[src/rtl/cdsc_pkg.sv]
// cdsc_pkg: message layout, reset values and types for the dither setpoint block
// assumes messages arrive already framed as 32-bit words on the main clock
package cdsc_pkg;
    localparam logic [3:0]  CDSC_ID_AMPL   = 4'h3;
    localparam logic [3:0]  CDSC_ID_STEPS  = 4'h4;
    localparam int          CDSC_HOLD_POS  = 23;
    localparam int          CDSC_STEP_LO   = 11;
    localparam int          CDSC_SET_LO    = 0;
    localparam int          CDSC_CNT_LO    = 0;
    localparam int          CDSC_SET_W     = 11;
    localparam int          CDSC_CNT_W     = 5;
    localparam int          CDSC_TGT_W     = 13;
    localparam int          CDSC_OFS_W     = 18;
    localparam int          CDSC_QSHIFT    = 2;
    localparam logic        CDSC_HOLD_RST  = 1'b0;
    localparam logic [10:0] CDSC_STEP_RST  = 11'h000;
    localparam logic [10:0] CDSC_SET_RST   = 11'h000;
    localparam logic [4:0]  CDSC_CNT_RST   = 5'h00;
    localparam logic [13:0] CDSC_DIVN_RST  = 14'h271;
    localparam logic [1:0]  CDSC_M_32      = 2'h0;
    localparam logic [1:0]  CDSC_M_64      = 2'h1;
    localparam logic [8:0]  CDSC_MCNT_32   = 9'h020;
    localparam logic [8:0]  CDSC_MCNT_64   = 9'h040;
    localparam logic [8:0]  CDSC_MCNT_128  = 9'h080;

    typedef struct packed {
        logic        rw;
        logic [3:0]  message_identifier;
        logic [2:0]  channel_select;
        logic [23:0] data;
    } cdsc_msg_t;

    typedef struct packed {
        logic        hold;
        logic [10:0] step;
        logic [10:0] setp;
        logic [4:0]  cnt;
    } cdsc_channel_select_cfg_t;

    typedef enum logic [1:0] {
        CDSC_Q_RISE, CDSC_Q_FALL, CDSC_Q_FALL_NEG, CDSC_Q_RISE_NEG
    } cdsc_quad_t;

    typedef struct packed {
        logic signed [17:0] offs;
        logic [4:0]         idx;
        cdsc_quad_t         quad;
    } cdsc_dither_st_t;

    // samples per pwm period; the 512 code behaves as 128 in current control
    function automatic logic [8:0] cdsc_m_count(input logic [1:0] code);
        case (code)
            CDSC_M_32: cdsc_m_count = CDSC_MCNT_32;
            CDSC_M_64: cdsc_m_count = CDSC_MCNT_64;
            default:   cdsc_m_count = CDSC_MCNT_128;
        endcase
    endfunction
endpackage
[src/rtl/cdsc_config_top.sv]
// cdsc_config_top: per-channel setpoint, dither and enable-hold configuration
// assumes msg_valid/msg_data come from a serial receiver on clk; enable_pin is asynchronous
// Behaviour
// - id 0011 addresses setpoint and dither amplitude
// - id 0100 addresses step count, bits 4:0
// - hold bit keeps channel running when disabled
// - step size bits 21:11, quarter setpoint unit
// - zero step or count gives no dither
// - step count per quarter, resets zero
// - dither period is four times count
// - peak-to-peak is twice step times count
// - setpoint bits 10:0, fraction of 2^11
// - amplitude reply echoes fields, bits 31,22 zero
// - step reply echoes count, bits 31,23:5 zero
// - pwm period is N times M clocks
// - bit 31 selects read or write
`timescale 1ns/100ps
module cdsc_config_top
    import cdsc_pkg::*;
#(
    parameter int NCH = 8
) (
    input  wire logic                       clk,
    input  wire logic                       rst_n,
    input  wire logic                       ce,
    input  wire logic                       msg_valid,
    input  wire cdsc_msg_t                  msg_data,
    input  wire logic                       enable_pin,
    input  wire logic [13:0]                div_n,
    input  wire logic [1:0]                 div_m,
    output logic                            reply_valid,
    output logic [31:0]                     reply_data,
    output logic [NCH-1:0]                  channel_select_on,
    output logic [NCH-1:0][CDSC_TGT_W-1:0]  channel_select_target
);
    typedef struct packed {
        logic                            en_s1;
        logic                            en_s2;
        cdsc_channel_select_cfg_t [NCH-1:0]        cfg;
        logic [13:0]                     ncnt;
        logic [8:0]                      mcnt;
        logic                            tick;
        logic                            rvalid;
        logic [31:0]                     rdata;
        logic [NCH-1:0]                  on;
        logic [NCH-1:0][CDSC_TGT_W-1:0]  target;
    } cdsc_top_st_t;

    cdsc_top_st_t st_r;
    cdsc_top_st_t st_nxt;
    logic signed [NCH-1:0][17:0] offs;

    assign reply_valid = st_r.rvalid;
    assign reply_data  = st_r.rdata;
    assign channel_select_on     = st_r.on;
    assign channel_select_target = st_r.target;

    // setpoint in quarter units plus offset, held inside the 2^13 scale
    function automatic logic [CDSC_TGT_W-1:0] cdsc_sat(input logic [10:0] sp,
                                                       input logic signed [17:0] of);
        logic signed [19:0] sum;
        sum = signed'({7'h00, sp, 2'h0}) + 20'(of);
        if (sum < 0) begin
            cdsc_sat = '0;
        end else if (sum > 20'sd8191) begin
            cdsc_sat = '1;
        end else begin
            cdsc_sat = sum[CDSC_TGT_W-1:0];
        end
    endfunction

    for (genvar c = 0; c < NCH; c++) begin : g_ch
        cdsc_dither u_dither (
            .clk    (clk),
            .rst_n  (rst_n),
            .ce     (ce),
            .run    (st_r.on[c]),
            .tick   (st_r.tick),
            .step   (st_r.cfg[c].step),
            .cnt    (st_r.cfg[c].cnt),
            .offset (offs[c])
        );
    end

    logic           is_ampl;
    logic           is_steps;
    logic [2:0]     ch;
    cdsc_channel_select_cfg_t cur;
    assign is_ampl  = msg_valid && msg_data.message_identifier == CDSC_ID_AMPL;
    assign is_steps = msg_valid && msg_data.message_identifier == CDSC_ID_STEPS;
    assign ch       = msg_data.channel_select;

    always_comb begin
        st_nxt       = st_r;
        st_nxt.en_s1 = enable_pin;
        st_nxt.en_s2 = st_r.en_s1;
        st_nxt.tick  = 1'b0;
        // pwm period: N clocks per sample, M samples per period
        if (st_r.ncnt + 14'h0001 >= div_n) begin
            st_nxt.ncnt = 14'h0000;
            if (st_r.mcnt + 9'h001 >= cdsc_m_count(div_m)) begin
                st_nxt.mcnt = 9'h000;
                st_nxt.tick = 1'b1;
            end else begin
                st_nxt.mcnt = st_r.mcnt + 9'h001;
            end
        end else begin
            st_nxt.ncnt = st_r.ncnt + 14'h0001;
        end
        // write fields only when bit 31 is set
        if (is_ampl && msg_data.rw) begin
            st_nxt.cfg[ch].hold = msg_data.data[CDSC_HOLD_POS];
            st_nxt.cfg[ch].step = msg_data.data[CDSC_STEP_LO +: CDSC_SET_W];
            st_nxt.cfg[ch].setp = msg_data.data[CDSC_SET_LO +: CDSC_SET_W];
        end
        if (is_steps && msg_data.rw) begin
            st_nxt.cfg[ch].cnt = msg_data.data[CDSC_CNT_LO +: CDSC_CNT_W];
        end
        // reply shows the contents after this message is applied
        cur           = st_nxt.cfg[ch];
        st_nxt.rvalid = is_ampl || is_steps;
        st_nxt.rdata  = '0;
        if (is_ampl) begin
            st_nxt.rdata = {1'b0, CDSC_ID_AMPL, ch, cur.hold, 1'b0, cur.step, cur.setp};
        end else if (is_steps) begin
            st_nxt.rdata = {1'b0, CDSC_ID_STEPS, ch, 19'h00000, cur.cnt};
        end
        for (int i = 0; i < NCH; i++) begin
            st_nxt.on[i]     = st_r.en_s2 || st_r.cfg[i].hold;
            st_nxt.target[i] = st_r.on[i] ? cdsc_sat(st_r.cfg[i].setp, offs[i]) : '0;
        end
    end

    always_ff @(posedge clk) begin
        if (!rst_n) begin
            st_r <= '0;
        end else if (ce) begin
            st_r <= st_nxt;
        end
    end
endmodule

[src/rtl/cdsc_dither.sv]
// cdsc_dither: triangular dither offset for one channel, in quarter setpoint units
// assumes tick is a one-cycle pulse per pwm period from the same clock
`timescale 1ns/100ps
module cdsc_dither
    import cdsc_pkg::*;
(
    input  wire logic               clk,
    input  wire logic               rst_n,
    input  wire logic               ce,
    input  wire logic               run,
    input  wire logic               tick,
    input  wire logic [10:0]        step,
    input  wire logic [4:0]         cnt,
    output logic signed [17:0]      offset
);
    cdsc_dither_st_t st_r;
    cdsc_dither_st_t st_nxt;
    logic signed [17:0] step_s;

    assign step_s = signed'({7'h00, step});
    assign offset = st_r.offs;

    always_comb begin
        st_nxt = st_r;
        if (!run || step == 11'h000 || cnt == 5'h00) begin
            st_nxt = '0;
        end else if (tick) begin
            case (st_r.quad)
                CDSC_Q_RISE, CDSC_Q_RISE_NEG: st_nxt.offs = st_r.offs + step_s;
                default:                      st_nxt.offs = st_r.offs - step_s;
            endcase
            // four runs of cnt steps make one period
            if (st_r.idx >= cnt - 5'h01) begin
                st_nxt.idx  = 5'h00;
                st_nxt.quad = cdsc_quad_t'(st_r.quad + 2'h1);
            end else begin
                st_nxt.idx = st_r.idx + 5'h01;
            end
        end
    end

    always_ff @(posedge clk) begin
        if (!rst_n) begin
            st_r <= '0;
        end else if (ce) begin
            st_r <= st_nxt;
        end
    end
endmodule

[config.mk]
export PLATFORM = sky130hd
export DESIGN_NAME = cdsc_config_top
export DESIGN_NICKNAME = d
export VERILOG_FILES = /design/src/rtl/cdsc_pkg.sv /design/src/rtl/cdsc_config_top.sv /design/src/rtl/cdsc_dither.sv
export SDC_FILE = /design/constraint.sdc
export NUM_CORES = 2
export LEC_CHECK = 0
export BUFFER_PORTS_ARGS = -buffer_cell sky130_fd_sc_hd__buf_2
export CORE_ASPECT_RATIO = 0.5
export CORE_MARGIN = 2
export CORE_UTILIZATION = 25
export DETAILED_ROUTE_END_ITERATION = 8
export GPL_ROUTABILITY_DRIVEN = 0
export PLACE_DENSITY = 0.45
export SYNTH_ARGS = -nofsm -noshare
export SYNTH_HDL_FRONTEND = slang
export SYNTH_SLANG_ARGS = --single-unit
[constraint.sdc]
create_clock -name clk -period 4.5 [get_ports clk]
set_clock_uncertainty 0.15 [all_clocks]
set_input_delay 0.9 -clock clk [delete_from_list [all_inputs] [get_ports clk]]
set_output_delay 0.9 -clock clk [all_outputs]
set_load 0.02 [all_outputs]
==> flow_results.xml <==
<?xml version="1.0" encoding="UTF-8"?>
<metrics>
  <group name="status">
    <metric name="outcome" unit="">complete, no violations</metric>
  </group>
  <group name="worst_setup_path">
    <metric name="timing.critical_path.mode_cell" unit="">sky130_fd_sc_hd__and3_1</metric>
    <metric name="r2r.worst_path.cells" unit="">14</metric>
    <metric name="crit_path_end_kind" unit="">flop</metric>
    <metric name="crit_chain" unit="">ha_1 &gt; and3_1 &gt; and3_1 &gt; and3_1 &gt; nand3_1 &gt; xnor2_1 &gt; ha_1 &gt; a21o_1 &gt; a21oi_1 &gt; nand3b_1 &gt; o211ai_1 &gt; nor2_1 &gt; a22oi_1 &gt; nor2_1</metric>
    <metric name="timing.critical_path.slowest_cell_delay" unit="ps">710</metric>
    <metric name="r2r_setup_slack" unit="ps">430</metric>
    <metric name="arrival" unit="ps">4450</metric>
    <metric name="cp.depth" unit="">14</metric>
    <metric name="critical_path_class" unit="">flop to flop</metric>
    <metric name="critical_path.n_buffers_inverters" unit="">0</metric>
    <metric name="critical_path_required_time" unit="ps">4880</metric>
    <metric name="cp_top_family" unit="">simple AND/OR/NAND/NOR gates</metric>
    <metric name="crit_slowest_cell" unit="">sky130_fd_sc_hd__o211ai_1</metric>
    <metric name="cp-start-kind" unit="">flop</metric>
    <metric name="critical_path_peak_fanout" unit="">12</metric>
  </group>
  <group name="clock_tree">
    <metric name="postCtsSetupBuffers" unit="">0</metric>
    <metric name="root_buffer_master" unit="">sky130_fd_sc_hd__clkbuf_16</metric>
    <metric name="ctsLongestPathBuffers" unit="">3</metric>
    <metric name="hold_buffers" unit="">0</metric>
    <metric name="cts.sink_count" unit="">591</metric>
    <metric name="clock_insertion_delay_worst_skew" unit="ps">670</metric>
    <metric name="ctsHtreeMaxLevel" unit="">3</metric>
    <metric name="cts_tree" unit="">done</metric>
    <metric name="ctsResizeCount" unit="">0</metric>
    <metric name="cts_inserted_buffers" unit="">69</metric>
    <metric name="clkTransAtPathRegs" unit="ps">60</metric>
  </group>
  <group name="drt">
    <metric name="final_routed_wire_length_divided_by_cell_count" unit="µm">20.6</metric>
    <metric name="remaining_drc_errors" unit="">0</metric>
    <metric name="drt_wl_total" unit="µm">148000</metric>
    <metric name="vias" unit="">36600</metric>
    <metric name="drt_pass1_iterations" unit="">6</metric>
    <metric name="vias_per_cell" unit="">5.12</metric>
    <metric name="drtAntennaViolNets" unit="">0</metric>
    <metric name="drt_first_iter_violations" unit="">3045</metric>
  </group>
  <group name="cells_and_area">
    <metric name="mostFrequentLayoutCell" unit="">sky130_fd_sc_hd__nand2_1</metric>
    <metric name="num-nets-final" unit="">5405</metric>
    <metric name="drive_above_1_share" unit="%">9.15</metric>
    <metric name="syn2layout_area_growth" unit="%">11.9</metric>
    <metric name="layout_common_cells" unit="">743 x sky130_fd_sc_hd__nand2_1, 640 x sky130_fd_sc_hd__a21oi_1, 591 x sky130_fd_sc_hd__dfxtp_1, 407 x sky130_fd_sc_hd__nor2_1, 308 x sky130_fd_sc_hd__ha_1</metric>
  </group>
  <group name="pwr">
    <metric name="switchingPower" unit="mW">3.09</metric>
    <metric name="power_frac_clock" unit="%">51.7</metric>
    <metric name="cell_internal_pwr" unit="mW">9.11</metric>
    <metric name="seq_power_share" unit="%">43.1</metric>
    <metric name="leak" unit="nW">17.7</metric>
    <metric name="combinationalPowerShare" unit="%">5.2</metric>
    <metric name="max-vdd-ir-drop" unit="mV">0.231</metric>
    <metric name="power.switching_fraction" unit="%">25.3</metric>
    <metric name="power.density_cell_area" unit="nW/µm²">280</metric>
  </group>
  <group name="timing">
    <metric name="achievable-frequency" unit="MHz">246</metric>
    <metric name="grt_setup_unrepaired" unit="">false</metric>
    <metric name="max_slew.worst_pin.slew" unit="ps">1170</metric>
    <metric name="timing.final.hold_violations" unit="">0</metric>
    <metric name="fin_crit" unit="ps">4070</metric>
    <metric name="hold_ws" unit="ps">297</metric>
    <metric name="fin_tns_setup" unit="ps">0</metric>
    <metric name="slew_violations" unit="">0</metric>
    <metric name="layout_worst_path_cycle_share" unit="%">90.4</metric>
    <metric name="setup_viol" unit="">0</metric>
    <metric name="max_slew_margin" unit="%">21.7</metric>
  </group>
  <group name="synthesis">
    <metric name="postSynth.asyncResetShare" unit="%">0</metric>
    <metric name="synth_largest_area_cell" unit="">sky130_fd_sc_hd__dfxtp_1</metric>
    <metric name="syn-instance-count" unit="">5084</metric>
    <metric name="syn_area_per_cell" unit="µm²">7.65</metric>
    <metric name="synth_area_leaders" unit="">sky130_fd_sc_hd__dfxtp_1 30%, sky130_fd_sc_hd__ha_1 9.9%, sky130_fd_sc_hd__a21oi_1 8.2%</metric>
    <metric name="synth_flop_cell" unit="">sky130_fd_sc_hd__dfxtp_1</metric>
    <metric name="ys.warnings.count" unit="">0</metric>
    <metric name="synth_top_area_share" unit="%">30.4</metric>
    <metric name="post_synth_num_cell_types" unit="">100</metric>
    <metric name="edff_count_synth" unit="">0</metric>
    <metric name="ys_seq_area_share" unit="%">30.4</metric>
    <metric name="syn_area" unit="µm²">38900</metric>
    <metric name="synth_seq_cells" unit="">591</metric>
  </group>
  <group name="global_route">
    <metric name="grt_first_pass_wirelength" unit="µm">220000</metric>
    <metric name="number_of_antenna_violations_at_the_first_check_in_global_routing" unit="">6</metric>
    <metric name="overflow" unit="">0</metric>
    <metric name="grt_max_degree" unit="">121</metric>
    <metric name="groute.usage.overall" unit="%">17.9</metric>
    <metric name="grt_pass1_vias" unit="">34100</metric>
  </group>
  <group name="worst_hold_path">
    <metric name="hold_wc_path_type" unit="">flop to flop</metric>
    <metric name="min_path_cells" unit="">2</metric>
  </group>
  <group name="die">
    <metric name="core" unit="µm²">155000</metric>
    <metric name="floorplan.rows" unit="">102</metric>
    <metric name="floorplan.initialDensity" unit="%">25.2</metric>
    <metric name="die_width" unit="µm">562</metric>
    <metric name="io_pins" unit="">198</metric>
    <metric name="die_height" unit="µm">283</metric>
    <metric name="design.die.area" unit="µm²">159000</metric>
  </group>
  <group name="run">
    <metric name="cap_violations" unit="">0</metric>
  </group>
  <group name="place">
    <metric name="detailedPlacementHpwl" unit="µm">109000</metric>
    <metric name="buffer_ports.inserted" unit="">193</metric>
  </group>
</metrics>
## logic make-up (layout without fill, tap and decap cells)
family	count (synthesis)	after routing	share of synthesized area (%)
AO/OA/AOI/OAI	1465	1465	23.1
XOR/XNOR	299	299	6.73
adder cells (fa/ha/maj)	324	324	10.7
buffers and inverters	577	572	7.08
flip-flops	591	591	30.4
multiplexers	31	31	0.884
other	1	4	0.00964
AND/OR/NAND/NOR	1796	1796	21.1
## per-stage QoR
stage / setup slack [ps] / instances / util, % / area, µm² / total power [mW]
3_3_place_gp: 434 / 7037 / 26.5 / 41100 / 6.00
3_5_place_dp: 416 / 7037 / 26.5 / 41100 / 6.00
2_1_floorplan: 1150 / 5086 / - / 38900 / 5.71
5_1_grt: 90.1 / 7162 / 28.1 / 43500 / 12.6
4_1_cts: 406 / 7161 / 28.1 / 43500 / 12.3
6_report: 431 / 7162 / 28.1 / 43500 / 12.2
## flip-flops by register name (all words and copies together) (netlist names)
signal / flops
st_r: 249
channel_select_on: 8
g_ch.u_dither.offset: 144
reply_data: 28
reply_valid: 1
channel_select_target: 104
g_ch.u_dither.st_r: 56
st_nxt: 1
## worst register-to-register path: cells and delay by family (launching register included)
family | cells | cell delay, ps
XOR/XNOR | 1 | 240
AND/OR/NAND/NOR | 7 | 1310
flip-flops | 1 | 400
adder cells (fa/ha/maj) | 2 | 550
AO/OA/AOI/OAI | 4 | 1290
## layout make-up
class	instances	area (µm²)
Multi-Input combinational cell	3918	24300
Clock inverter	33	524
Clock buffer	91	1930
Antenna cell	1	2.50
Sequential cell	591	11800
Fill cell	16700	111000
Inverter	173	662
Timing Repair Buffer	275	1620
Tap cell	2080	2600
## Yosys cell counts (26+ instances only)
master,count
sky130_fd_sc_hd__nor3_1,108
sky130_fd_sc_hd__xor2_1,112
sky130_fd_sc_hd__nand2b_1,41
sky130_fd_sc_hd__clkbuf_1,230
sky130_fd_sc_hd__nand4_1,49
sky130_fd_sc_hd__a21oi_1,640
sky130_fd_sc_hd__buf_4,146
sky130_fd_sc_hd__ha_1,308
sky130_fd_sc_hd__a21o_1,109
sky130_fd_sc_hd__o21a_1,38
sky130_fd_sc_hd__or4_1,34
sky130_fd_sc_hd__inv_1,171
sky130_fd_sc_hd__nor4_1,33
sky130_fd_sc_hd__nor2_1,408
sky130_fd_sc_hd__or3_1,26
sky130_fd_sc_hd__nand2_1,743
sky130_fd_sc_hd__dfxtp_1,591
sky130_fd_sc_hd__o21ai_0,224
sky130_fd_sc_hd__nand3_1,161
sky130_fd_sc_hd__and3_1,39
sky130_fd_sc_hd__o21ai_1,27
sky130_fd_sc_hd__nor2b_1,61
sky130_fd_sc_hd__xnor2_1,187
sky130_fd_sc_hd__a31oi_1,28
sky130_fd_sc_hd__o22ai_1,78
sky130_fd_sc_hd__a22oi_1,79
## layer usage
metal	vias to the layer above	routed length (µm)	part of all wire (%)	global-route usage, %
li1	17800	-	-	-
met1	17600	68600	47	24.7
met2	1003	65100	44	28.1
met3	219	8940	6.1	3.33
met4	4	4810	3.3	5.67
met5	-	27	0.018	0
## worst paths after layout
kind | end | start
setup reg to reg | st_r[147] | st_r[155]
setup / recovery | st_r[147] | st_r[155]
hold / removal | channel_select_target[100] | channel_select_target[100]
hold reg to reg | channel_select_target[100] | channel_select_target[100]
## power groups by stage
stage	sequential [mW]	combinational [mW]	clock, mW
finish	5.26	0.632	6.31
global route	5.26	0.659	6.66
CTS	5.26	0.619	6.45
detailed placement	5.38	0.617	0
global placement	5.38	0.616	0
floorplan	5.37	0.341	0
No activity file was read; power rests on OpenSTA's default activity.
